### config.mk
export PLATFORM = sky130hd
export DESIGN_NAME = dcs_cmd_status
export DESIGN_NICKNAME = d
export VERILOG_FILES = /design/src/design/dcs_pkg.sv /design/src/design/dcs_cmd_status.sv /design/src/design/dcs_sync.sv
export VERILOG_INCLUDE_DIRS = /design/src /design/src/design
export SDC_FILE = /design/constraint.sdc
export NUM_CORES = 1
export LEC_CHECK = 0
export BUFFER_PORTS_ARGS = -buffer_cell sky130_fd_sc_hd__buf_2
export CAP_MARGIN = 20
export CORE_MARGIN = 3
export CORE_UTILIZATION = 45
export DETAILED_ROUTE_END_ITERATION = 8
export GPL_TIMING_DRIVEN = 0
export MAX_ROUTING_LAYER = met4
export PLACE_DENSITY = 0.76
export SLEW_MARGIN = 20
export SYNTH_ARGS = -nofsm -noshare
export SYNTH_HDL_FRONTEND = slang
export SYNTH_SLANG_ARGS = --single-unit
export TNS_END_PERCENT = 1
### constraint.sdc
create_clock -name mclk_in -period 2.3 [get_ports mclk_in]
set_clock_uncertainty 0.1 [all_clocks]
set_input_delay 0.46 -clock mclk_in [delete_from_list [all_inputs] [get_ports mclk_in]]
set_output_delay 0.46 -clock mclk_in [all_outputs]
set_load 0.02 [all_outputs]
### src/design/dcs_consts.svh
/*
  Constants of the drive command and status word logic: status bit
  positions, scaling figures and reset values.
  Assumes inclusion by the package and the main module only.
*/
`ifndef DCS_CONSTS_SVH
`define DCS_CONSTS_SVH

`define DCS_WORD_W 16
`define DCS_SYNC_W 3

`define DCS_ST_CTRL_READY 0
`define DCS_ST_DRIVE_READY 1
`define DCS_ST_ENABLE 2
`define DCS_ST_TRIP 3
`define DCS_ST_ERROR 4
`define DCS_ST_RESERVED 5
`define DCS_ST_TRIP_LOCK 6
`define DCS_ST_WARNING 7
`define DCS_ST_AT_SPEED 8
`define DCS_ST_BUS_CTRL 9
`define DCS_ST_FREQ_OK 10
`define DCS_ST_IN_OPER 11
`define DCS_ST_AUTO_STOP 12
`define DCS_ST_VOLT_EXC 13
`define DCS_ST_TORQUE_EXC 14
`define DCS_ST_TIMER_EXC 15

`define DCS_FULL_SCALE 16'sh4000
`define DCS_POS_MAX 16'sh7FFF
`define DCS_ZERO_WORD 16'h0000
`define DCS_CMD_RESET 16'h0000

`endif

### src/design/dcs_pkg.sv
/*
  Types of the drive command and status word logic.
  Assumes dcs_consts.svh is on the include path.
*/
package dcs_pkg;
  `include "dcs_consts.svh"

  // Command word, bit 15 first
  typedef struct packed {
    logic reverse;
    logic [1:0] setup_sel;
    logic relay4;
    logic relay1;
    logic data_valid;
    logic ramp2;
    logic jog;
    logic reset;
    logic start;
    logic use_ramp;
    logic no_quick_stop;
    logic no_coast;
    logic ramp_not_dc;
    logic [1:0] preset_sel;
  } dcs_cmd_type;

  // Conditions reported by the drive core
  typedef struct packed {
    logic ctrl_ready;
    logic drive_ready;
    logic tripped;
    logic error_no_trip;
    logic trip_locked;
    logic warning;
    logic local_active;
    logic overtemp_stop;
    logic dc_volt_bad;
    logic current_exc;
    logic timer_exc;
  } dcs_cond_type;

  typedef enum logic [1:0] {
    DCS_REV_DIGITAL,
    DCS_REV_SERIAL,
    DCS_REV_OR,
    DCS_REV_AND
  } dcs_rev_src_type;

  typedef enum logic [2:0] {
    DCS_RUN,
    DCS_RAMP_STOP,
    DCS_QUICK_STOP,
    DCS_DC_BRAKE,
    DCS_COAST
  } dcs_stop_type;

  // Commands handed to the motor control
  typedef struct packed {
    dcs_stop_type stop_mode;
    logic hold_freq;
    logic jog;
    logic ramp2;
    logic relay1;
    logic relay4;
    logic reverse;
    logic [1:0] setup_sel;
    logic [1:0] preset_sel;
  } dcs_act_type;
endpackage

### src/design/dcs_cmd_status.sv
/*
  Drive command word interpreter and status word builder.
  Assumes telegram strobes and drive conditions come from mclk_in
  logic; digital stop inputs arrive from pins.
*/
// Function
// - Bit 06 low ramps to stop on selected ramp; high permits start.
// - Trip reset only on a 0 to 1 edge of bit 07.
// - Bit 08 high makes jog speed the output frequency target.
// - Bit 09 picks ramp pair one when low, pair two when high.
// - A received word with bit 10 low is ignored entirely.
// - Bit 11 drives relay one only when its function selects it.
// - Bit 12 drives relay four only when its function selects it.
// - Bits 14:13 pick set-up one to four under multi set-up.
// - Bit 15 reverses only with serial, OR or AND reversing source.
// - During frequency hold only coast, DC brake or inputs stop.
// - Status bit 00 low on trip, high when control ready.
// - Status bits 03, 04, 06 show trip, error, trip lock.
// - Status bit 05 is reserved and reads zero.
// - Status bit 07 shows any warning.
// - Status bit 08 shows speed equal to reference.
// - Status bit 09 shows bus control possible, low when local.
// - Status bit 10 high while frequency is inside speed limits.
// - Status bit 11 high while stop mode is run or frequency is nonzero.
// - Status bit 12 high during over-temperature auto stop.
// - Status bits 13, 14, 15 show voltage, current, timer limits.
// - Lost link or internal comm fault clears the status word.
// - Speed words are signed, 16384 meaning one hundred percent.
// - Bits 01:00 pick one of four preset references.
// - Bit 02 low DC brakes to stop; high ramps.
// - Bit 03 low coasts immediately; high permits start.
// - Bit 04 low stops on the quick stop ramp.
`timescale 1ns/1ps
`default_nettype none
module dcs_cmd_status
  import dcs_pkg::*;
(
  input wire logic mclk_in,
  input wire logic resetn_in,
  input wire logic telegram_valid_in,
  input wire logic [15:0] drive_command_word_in,
  input wire logic signed [15:0] speed_ref_in,
  input wire dcs_pkg::dcs_cond_type cond_in,
  input wire logic signed [15:0] actual_output_frequency_value_in,
  input wire logic signed [15:0] jog_speed_in,
  input wire logic signed [15:0] speed_low_limit_in,
  input wire logic signed [15:0] speed_high_limit_in,
  input wire logic relay1_func_cmd_in,
  input wire logic relay4_func_cmd_in,
  input wire logic multi_setup_in,
  input wire dcs_pkg::dcs_rev_src_type rev_src_in,
  input wire logic link_ok_in,
  input wire logic comm_fault_in,
  input wire logic di_coast_in,
  input wire logic di_dc_brake_in,
  input wire logic di_reverse_in,
  output dcs_pkg::dcs_act_type act_out,
  output logic trip_reset_out,
  output logic signed [15:0] freq_target_out,
  output logic [15:0] drive_status_word_out,
  output logic signed [15:0] actual_freq_word_out
);
  import dcs_pkg::*;

  logic [2:0] pin_sync;
  logic di_coast;
  logic di_dc_brake;
  logic di_reverse;

  // Pins pass two flops before any use
  dcs_sync #(
    .W(`DCS_SYNC_W)
  ) u_sync (
    .mclk_in(mclk_in),
    .resetn_in(resetn_in),
    .async_in({di_reverse_in, di_dc_brake_in, di_coast_in}),
    .sync_out(pin_sync)
  );

  assign di_coast = pin_sync[0];
  assign di_dc_brake = pin_sync[1];
  assign di_reverse = pin_sync[2];

  // Command capture
  dcs_cmd_type cmd_r;
  dcs_cmd_type cmd_nxt;
  logic signed [15:0] ref_r;
  logic signed [15:0] ref_nxt;
  logic reset_seen_r;
  logic reset_seen_nxt;
  logic trip_reset_r;
  logic trip_reset_nxt;
  dcs_cmd_type rx_cmd;

  assign rx_cmd = dcs_cmd_type'(drive_command_word_in);

  always_comb begin
    cmd_nxt = cmd_r;
    ref_nxt = ref_r;
    reset_seen_nxt = reset_seen_r;
    trip_reset_nxt = 1'b0;
    // One word per telegram, dropped unless marked valid
    if (telegram_valid_in && rx_cmd.data_valid) begin
      cmd_nxt = rx_cmd;
      ref_nxt = speed_ref_in;
      reset_seen_nxt = rx_cmd.reset;
      // Level held high must not re-clear a later trip
      trip_reset_nxt = rx_cmd.reset && !reset_seen_r;
    end
  end

  always_ff @(posedge mclk_in or negedge resetn_in) begin
    if (!resetn_in) begin
      cmd_r <= dcs_cmd_type'(`DCS_CMD_RESET);
      ref_r <= `DCS_ZERO_WORD;
      reset_seen_r <= 1'b0;
      trip_reset_r <= 1'b0;
    end else begin
      cmd_r <= cmd_nxt;
      ref_r <= ref_nxt;
      reset_seen_r <= reset_seen_nxt;
      trip_reset_r <= trip_reset_nxt;
    end
  end

  assign trip_reset_out = trip_reset_r;

  // Actuator decode
  dcs_act_type act_r;
  dcs_act_type act_nxt;
  logic signed [15:0] target_r;
  logic signed [15:0] target_nxt;
  logic hold;
  logic rev_ok;

  assign hold = !cmd_r.use_ramp;

  always_comb begin
    unique case (rev_src_in)
      DCS_REV_DIGITAL: rev_ok = di_reverse;
      DCS_REV_SERIAL: rev_ok = cmd_r.reverse;
      DCS_REV_OR: rev_ok = cmd_r.reverse || di_reverse;
      DCS_REV_AND: rev_ok = cmd_r.reverse && di_reverse;
    endcase
  end

  always_comb begin
    act_nxt = act_r;
    act_nxt.hold_freq = hold;
    act_nxt.jog = cmd_r.jog;
    act_nxt.ramp2 = cmd_r.ramp2;
    act_nxt.preset_sel = cmd_r.preset_sel;
    act_nxt.relay1 = cmd_r.relay1 && relay1_func_cmd_in;
    act_nxt.relay4 = cmd_r.relay4 && relay4_func_cmd_in;
    // Digital source alone ignores the bus bit
    act_nxt.reverse = rev_ok;
    if (multi_setup_in) begin
      act_nxt.setup_sel = cmd_r.setup_sel;
    end
    // Coast wins over every other stop
    if (!cmd_r.no_coast || di_coast) begin
      act_nxt.stop_mode = DCS_COAST;
    end else if (!cmd_r.ramp_not_dc || di_dc_brake) begin
      act_nxt.stop_mode = DCS_DC_BRAKE;
    end else if (hold) begin
      act_nxt.stop_mode = act_r.stop_mode == DCS_RUN ? DCS_RUN : act_r.stop_mode;
    end else if (!cmd_r.no_quick_stop) begin
      act_nxt.stop_mode = DCS_QUICK_STOP;
    end else if (!cmd_r.start) begin
      act_nxt.stop_mode = DCS_RAMP_STOP;
    end else begin
      act_nxt.stop_mode = DCS_RUN;
    end
  end

  always_comb begin
    target_nxt = target_r;
    // Frozen target while holding frequency
    if (!hold) begin
      if (cmd_r.jog) begin
        target_nxt = jog_speed_in;
      end else begin
        target_nxt = ref_r;
      end
    end
  end

  always_ff @(posedge mclk_in or negedge resetn_in) begin
    if (!resetn_in) begin
      act_r <= '{stop_mode: DCS_COAST, setup_sel: 2'h0,
                 preset_sel: 2'h0, default: 1'b0};
      target_r <= `DCS_ZERO_WORD;
    end else begin
      act_r <= act_nxt;
      target_r <= target_nxt;
    end
  end

  assign act_out = act_r;
  assign freq_target_out = target_r;

  // Status word
  logic [15:0] status_r;
  logic [15:0] status_nxt;
  logic signed [15:0] afreq_r;
  logic signed [15:0] afreq_nxt;
  logic signed [15:0] freq;

  assign freq = actual_output_frequency_value_in;

  always_comb begin
    status_nxt = `DCS_ZERO_WORD;
    afreq_nxt = freq;
    status_nxt[`DCS_ST_CTRL_READY] = cond_in.ctrl_ready && !cond_in.tripped;
    status_nxt[`DCS_ST_DRIVE_READY] = cond_in.drive_ready && !cond_in.tripped;
    status_nxt[`DCS_ST_ENABLE] = act_r.stop_mode != DCS_COAST && !cond_in.tripped;
    status_nxt[`DCS_ST_TRIP] = cond_in.tripped;
    status_nxt[`DCS_ST_ERROR] = cond_in.error_no_trip;
    status_nxt[`DCS_ST_RESERVED] = 1'b0;
    status_nxt[`DCS_ST_TRIP_LOCK] = cond_in.trip_locked;
    status_nxt[`DCS_ST_WARNING] = cond_in.warning;
    status_nxt[`DCS_ST_AT_SPEED] = freq == target_r;
    status_nxt[`DCS_ST_BUS_CTRL] = !cond_in.local_active;
    // Reaching either limit counts as out of range
    status_nxt[`DCS_ST_FREQ_OK] = freq > speed_low_limit_in &&
                                  freq < speed_high_limit_in;
    status_nxt[`DCS_ST_IN_OPER] = act_r.stop_mode == DCS_RUN ||
                                  freq != `DCS_ZERO_WORD;
    status_nxt[`DCS_ST_AUTO_STOP] = cond_in.overtemp_stop;
    status_nxt[`DCS_ST_VOLT_EXC] = cond_in.dc_volt_bad;
    status_nxt[`DCS_ST_TORQUE_EXC] = cond_in.current_exc;
    status_nxt[`DCS_ST_TIMER_EXC] = cond_in.timer_exc;
    if (!link_ok_in || comm_fault_in) begin
      status_nxt = `DCS_ZERO_WORD;
    end
  end

  // Refreshed every cycle so the next reply is current
  always_ff @(posedge mclk_in or negedge resetn_in) begin
    if (!resetn_in) begin
      status_r <= `DCS_ZERO_WORD;
      afreq_r <= `DCS_ZERO_WORD;
    end else begin
      status_r <= status_nxt;
      afreq_r <= afreq_nxt;
    end
  end

  assign drive_status_word_out = status_r;
  assign actual_freq_word_out = afreq_r;
endmodule
`default_nettype wire

### src/design/dcs_sync.sv
/*
  Two flip-flop synchroniser, one stage pair per bit.
  Assumes inputs are asynchronous pins and mclk_in is the control clock.
*/
`timescale 1ns/1ps
`default_nettype none
module dcs_sync #(
  parameter int W = 1
) (
  input wire logic mclk_in,
  input wire logic resetn_in,
  input wire logic [W-1:0] async_in,
  output logic [W-1:0] sync_out
);
  genvar i;
  generate
    for (i = 0; i < W; i++) begin : g_bit
      logic meta_r;
      logic hold_r;
      always_ff @(posedge mclk_in or negedge resetn_in) begin
        if (!resetn_in) begin
          meta_r <= 1'b0;
          hold_r <= 1'b0;
        end else begin
          meta_r <= async_in[i];
          hold_r <= meta_r;
        end
      end
      assign sync_out[i] = hold_r;
    end
  endgenerate
endmodule
`default_nettype wire

* Yosys cells after proc, flatten, opt, wreduce, memory -nomap -nowiden
Cells that the tools add are included.
Widths: inputs -> output; s select.
** Storage, ports and cells
- Register bits :: 99
- Bits of input ports :: 120
- Output and inout bits :: 62
- Logic and storage cells :: 75
** Cells by class
- Magnitude comparators :: 2
- Equal/unequal tests :: 5
- Multiplexer cells :: 10
- Reduce and logical (&&, ||, !) cells :: 25
** Operators with widths (count)
- $mux 16 :: 2
- $eq 16x16->1 :: 1
- $gt 16x16->1 :: 1
- $lt 16x16->1 :: 1
- $reduce_bool 16->1 :: 1
- $mux 3 :: 4
- $logic_and 1x1->1 :: 9
- $logic_not 1->1 :: 7
- $logic_or 1x1->1 :: 5
- $eq 2x2->1 const B :: 2
- $pmux 1 s4 :: 1
- $reduce_bool 4->1 :: 1
- $logic_not 3->1 :: 1
- $ne 3x3->1 const B :: 1
- $eq 2x1->1 const B :: 1
- $logic_not 2->1 :: 1
- $mux 1 :: 2
- $mux 2 :: 1

* Depth between registers and ports, before layout
- Depth in word-level cells :: 5
- Mapped depth :: 8
- Mapped depth without buffers :: 8

* Hierarchy
A second synthesis with hierarchy kept.
** Unflattened totals
- Cells, all modules :: 370
- Area total of the unflattened synthesis :: 4444.3 µm²
** Modules (own cells, without submodules)
- dcs_cmd_status :: instances 1, cells an instance 361, area each 4271.6 µm², seq. area each 2303.5 µm²
- dcs_sync :: instances 1, cells an instance 9, area each 172.7 µm², seq. area each 150.1 µm²

* Worst setup path before layout
No wires, ideal clock.
- Kind :: input -> register
- Start :: input port speed_high_limit_in[2]
- End :: register status_r[10] (netlist: drive_status_word_out[10])
- Setup time :: 0.101 ns
- Arrival :: 2.149 ns
- Required time :: 2.099 ns
- Setup slack :: -0.050 ns
- Stages :: 8
- Path buffers :: 0
- Cells stage by stage :: inv_1 -> ha_1 -> a211o_1 -> a31oi_1 -> o221ai_2 -> a2111oi_4 -> mux2_4 -> nor4_1
** Between the ends
- Longest elaborated chain between the ends :: 3
** Ends and longest elaborated chain
- start, declared :: line dcs_cmd_status.sv:47 : input wire logic signed [15:0] speed_high_limit_in,
- $lt 16x16->1 :: line dcs_cmd_status.sv:226 : freq < speed_high_limit_in;
- $logic_and 1x1->1 :: line dcs_cmd_status.sv:225 : status_nxt[`DCS_ST_FREQ_OK] = freq > speed_low_limit_in &&
- $mux 16 :: line dcs_cmd_status.sv:233 : if (!link_ok_in || comm_fault_in) begin
- via status_nxt[10] :: line dcs_cmd_status.sv:204 : logic [15:0] status_nxt;
- end signal, assigned :: line dcs_cmd_status.sv:241 : status_r <= `DCS_ZERO_WORD;
- end signal, assigned :: line dcs_cmd_status.sv:244 : status_r <= status_nxt;
- end, declared :: line dcs_cmd_status.sv:203 : logic [15:0] status_r;
The timed path passes the listed nets, and every way through them passes these cells.
A chain may end at the register's enable or synchronous reset.

* Worst setup path after layout
- Start :: input port actual_output_frequency_value_in[2]
- End :: register status_r[10] (netlist: drive_status_word_out[10])
** Between the ends
- Longest elaborated chain between the ends :: 3
- Elaborated cells on any way between the ends :: 4
- Those cells by class :: 2 x order compare; 1 x mux; 1 x reduce/logical
** Ends and longest elaborated chain
- start, declared :: line dcs_cmd_status.sv:44 : input wire logic signed [15:0] actual_output_frequency_value_in,
- $gt 16x16->1 / $lt 16x16->1 (equally long branches) :: line dcs_cmd_status.sv:225, dcs_cmd_status.sv:226
- $logic_and 1x1->1 (*) :: line dcs_cmd_status.sv:225
- $mux 16 (*) :: line dcs_cmd_status.sv:233
- via status_nxt[10] :: line dcs_cmd_status.sv:204
The timed path passes the listed nets; every way through them passes the cells marked *.

==> flow_summary.yaml <==
sta:
  finalSetupViolCount: 0
  grt_setup_unrepaired: "false"
  hold_slack_ns: 0.09710
  finalHoldViolCount: 0
  fin_setup_tns_ns: 0
  worstMarginPinSlew_ns: 0.6202
  fin_crit_ns: 2.258
  max_slew_margin: 0.5866
  fin_crit_sh: 0.9816
  fmax_mhz: 442.9
  report.final.slew_viol_count: 0
routing:
  routedWlPerCell_um: 15.55
  wirelength_um: 10680
  drt_iter0_drc: 115
  drcViolationCount: 0
  vias: 3384
  antenna_left: 0
  first_pass_iters: 4
  routed_via_density: 4.926
cells_and_area:
  drive_gt1_frac: 0.3763
  finalNonFillerCells: 687
  fin_nets: 704
  num_antenna_cells: 0
  final_area_um2: 5738
  layout.cells.most_common: "buf_2"
  fin_util: 0.6123
  mostFrequentLayoutCells: "179 x buf_2, 97 x dfrtp_1, 31 x inv_1, 31 x a21oi_1, 31 x mux2_1"
  areaGrowthSynthToFinish_pct: 30.47
  fill_cells: 802
clock_network:
  path_clk_slew_ns: 0.11
  worstSkewPairLatency_ns: 0.36
  clk_path_buf_depth: 2
  clock-root-buffer: "clkbuf_8"
  cts_made_buffers: 9
  clkSinkCount: 98
  htree_levels: 3
  cts_setup_buffers: 0
  cts_tree: "done"
place:
  io_buffers: 180
  place_area_um2: 5494
  dp_hpwl_um: 8546
  finalWeightedCongestion: 0.8613
  dp.cells: 670
synth:
  synth-warning-count: 0
  ys_seq_area_frac: 0.5579
  async_reset_ff_frac: 1.000
  synth_flop_cell: "dfrtp_1"
  netlist-cell-type-count: 42
  synth_area_per_cell_um2: 12.22
  synth_nets: 511
  synthCells: 360
  syn-cell-area_um2: 4398
  ys_seq_elements: 98
  synth_edf_count: 0
power_and_ir_drop:
  irDropWorstVdd_mv: 0.4284
  p_sw_frac: 0.3274
  power_density_nw_per_um2: 727.2
  seq_power_share: 0.500
  clock_power_share: 0.258
  intPower_uw: 2807
  p_switching_uw: 1366
  total_leakage_power_uw: 0.002971
  power.share.combinational: 0.242
floorplanning:
  die_w_um: 104.9
  start_util: 0.4693
  die_area_um2: 11000
  rows: 35
  coreArea_um2: 9371
  die_h_um: 104.9
  io_pins: 182
global_route:
  grt_usage: 0.2051
  first_global_vias: 3576
  grt_pass1_wl_um: 17420
  grt_remaining_overflow: 0
  grt_max_degree: 54
  antenna_found_initial: 0
run:
  drv_cap: 0
status:
  status: "complete, no violations"
critical_path:
  crit_path_end_kind: "register"
  cp.required_ns: 2.47
  crit_type: "input pin to register"
  critPathMaxFanout: 5
  critical_path_arrival_ns: 2.42
  rrSetupSlack_ns: 0.51
  critPathLaunchType: "input pin"
min_path:
  hp-class: "input pin to register"
==> cells in the mapped netlist (6+ instances only) <==
| master | count | area share |
|---|---|---|
| dfrtp_1 | 97 | 0.55 |
| mux2i_1 | 16 | 0.036 |
| nor2_1 | 24 | 0.020 |
| nand2_1 | 6 | 0.0051 |
| nand4_1 | 7 | 0.010 |
| ha_1 | 31 | 0.088 |
| nor4_1 | 8 | 0.011 |
| mux2_1 | 31 | 0.079 |
| and2_1 | 10 | 0.014 |
| xor2_1 | 16 | 0.032 |
| a21oi_1 | 31 | 0.035 |
| inv_1 | 31 | 0.026 |
==> metrics by stage <==
step / setup slack, ns / power (µW)
3_5_place_dp: -0.4470 / 3131
2_1_floorplan: -0.04956 / 2677
3_3_place_gp: -0.3461 / 3082
4_1_cts: 0.02227 / 4218
6_report: 0.04235 / 4173
5_1_grt: 0.01688 / 4434
==> sequential cells by signal, summed over array words and instances (netlist names) <==
name                   cells
actual_freq_word_out      16
freq_target_out           16
ref_r                     16
drive_status_word_out     15
act_out                   13
cmd_r                     10
act_nxt                    4
u_sync.g_bit.hold_r        3
u_sync.g_bit.meta_r        3
reset_seen_r               1
trip_reset_out             1
==> power by group through the flow <==
stage | sequential [µW] | clock, µW | combinational [µW]
5_1_grt | 2120 | 1200 | 1110
2_1_floorplan | 2260 | 0 | 416
3_5_place_dp | 2120 | 0 | 1010
3_3_place_gp | 2110 | 0 | 970
6_report | 2090 | 1080 | 1010
4_1_cts | 2090 | 1110 | 1020
==> cells by family after synthesis <==
kind of cell	Yosys count	synth area share
compound gates	50	0.07312
buf+inv	42	0.03698
xor+xnor	16	0.03186
other cells	1	0.0008527
mux	50	0.1243
fa+ha+maj	31	0.08819
flops	98	0.5579
simple gates	72	0.08677
==> final timing paths <==
kind,end,from,depth (start not counted)
worst max-delay path,drive_status_word_out[10],actual_output_frequency_value_in[2],8
worst min-delay path,u_sync.g_bit[2].meta_r,di_reverse_in,1
worst max register to register,freq_target_out[9],act_nxt[8],4
worst min register to register,u_sync.g_bit[0].hold_r,u_sync.g_bit[0].meta_r,0
max in group asynchronous,u_sync.g_bit[1].meta_r,resetn_in,3
min in group asynchronous,actual_freq_word_out[0],resetn_in,2
==> worst max-delay path, cell delays in order <==
cell	delay, ns
buf_4	0.15
ha_4	0.24
a211o_1	0.30
a31oi_2	0.16
o221ai_2	0.17
a2111oi_4	0.40
mux2_4	0.35
nor4_4	0.19
==> final cells by class <==
cell class,instances,area [µm²],share of cell area
sequential,98,2454,0.4276
multi-input combinational,220,1822,0.3175
timing repair buffer,182,947.2,0.1651
tap,129,161.4,0.02813
clock buffer,10,137.6,0.02399
inverter,32,120.1,0.02093
clock inverter,6,53.80,0.009376
buffer,10,42.54,0.007414
==> routing by layer <==
metal | global-route usage | vias to the layer above | share of wire
met5 | - | - | 0
met4 | 0.05530 | 0 | 0.016
met3 | 0.04262 | 15 | 0.060
met2 | 0.3346 | 139 | 0.49
met1 | 0.2621 | 1603 | 0.44
li1 | - | 1627 | -
==> repair_timing <==
item                                    4_1_cts  5_1_grt
gates cloned                                  0        0
endpoints found under the hold margin        44        0
resized for setup                             4        2
pin swaps                                     2        0
endpoints found under the setup margin        1        1
hold buffers                                  1        0
No activity file was read; power rests on OpenSTA's default activity.
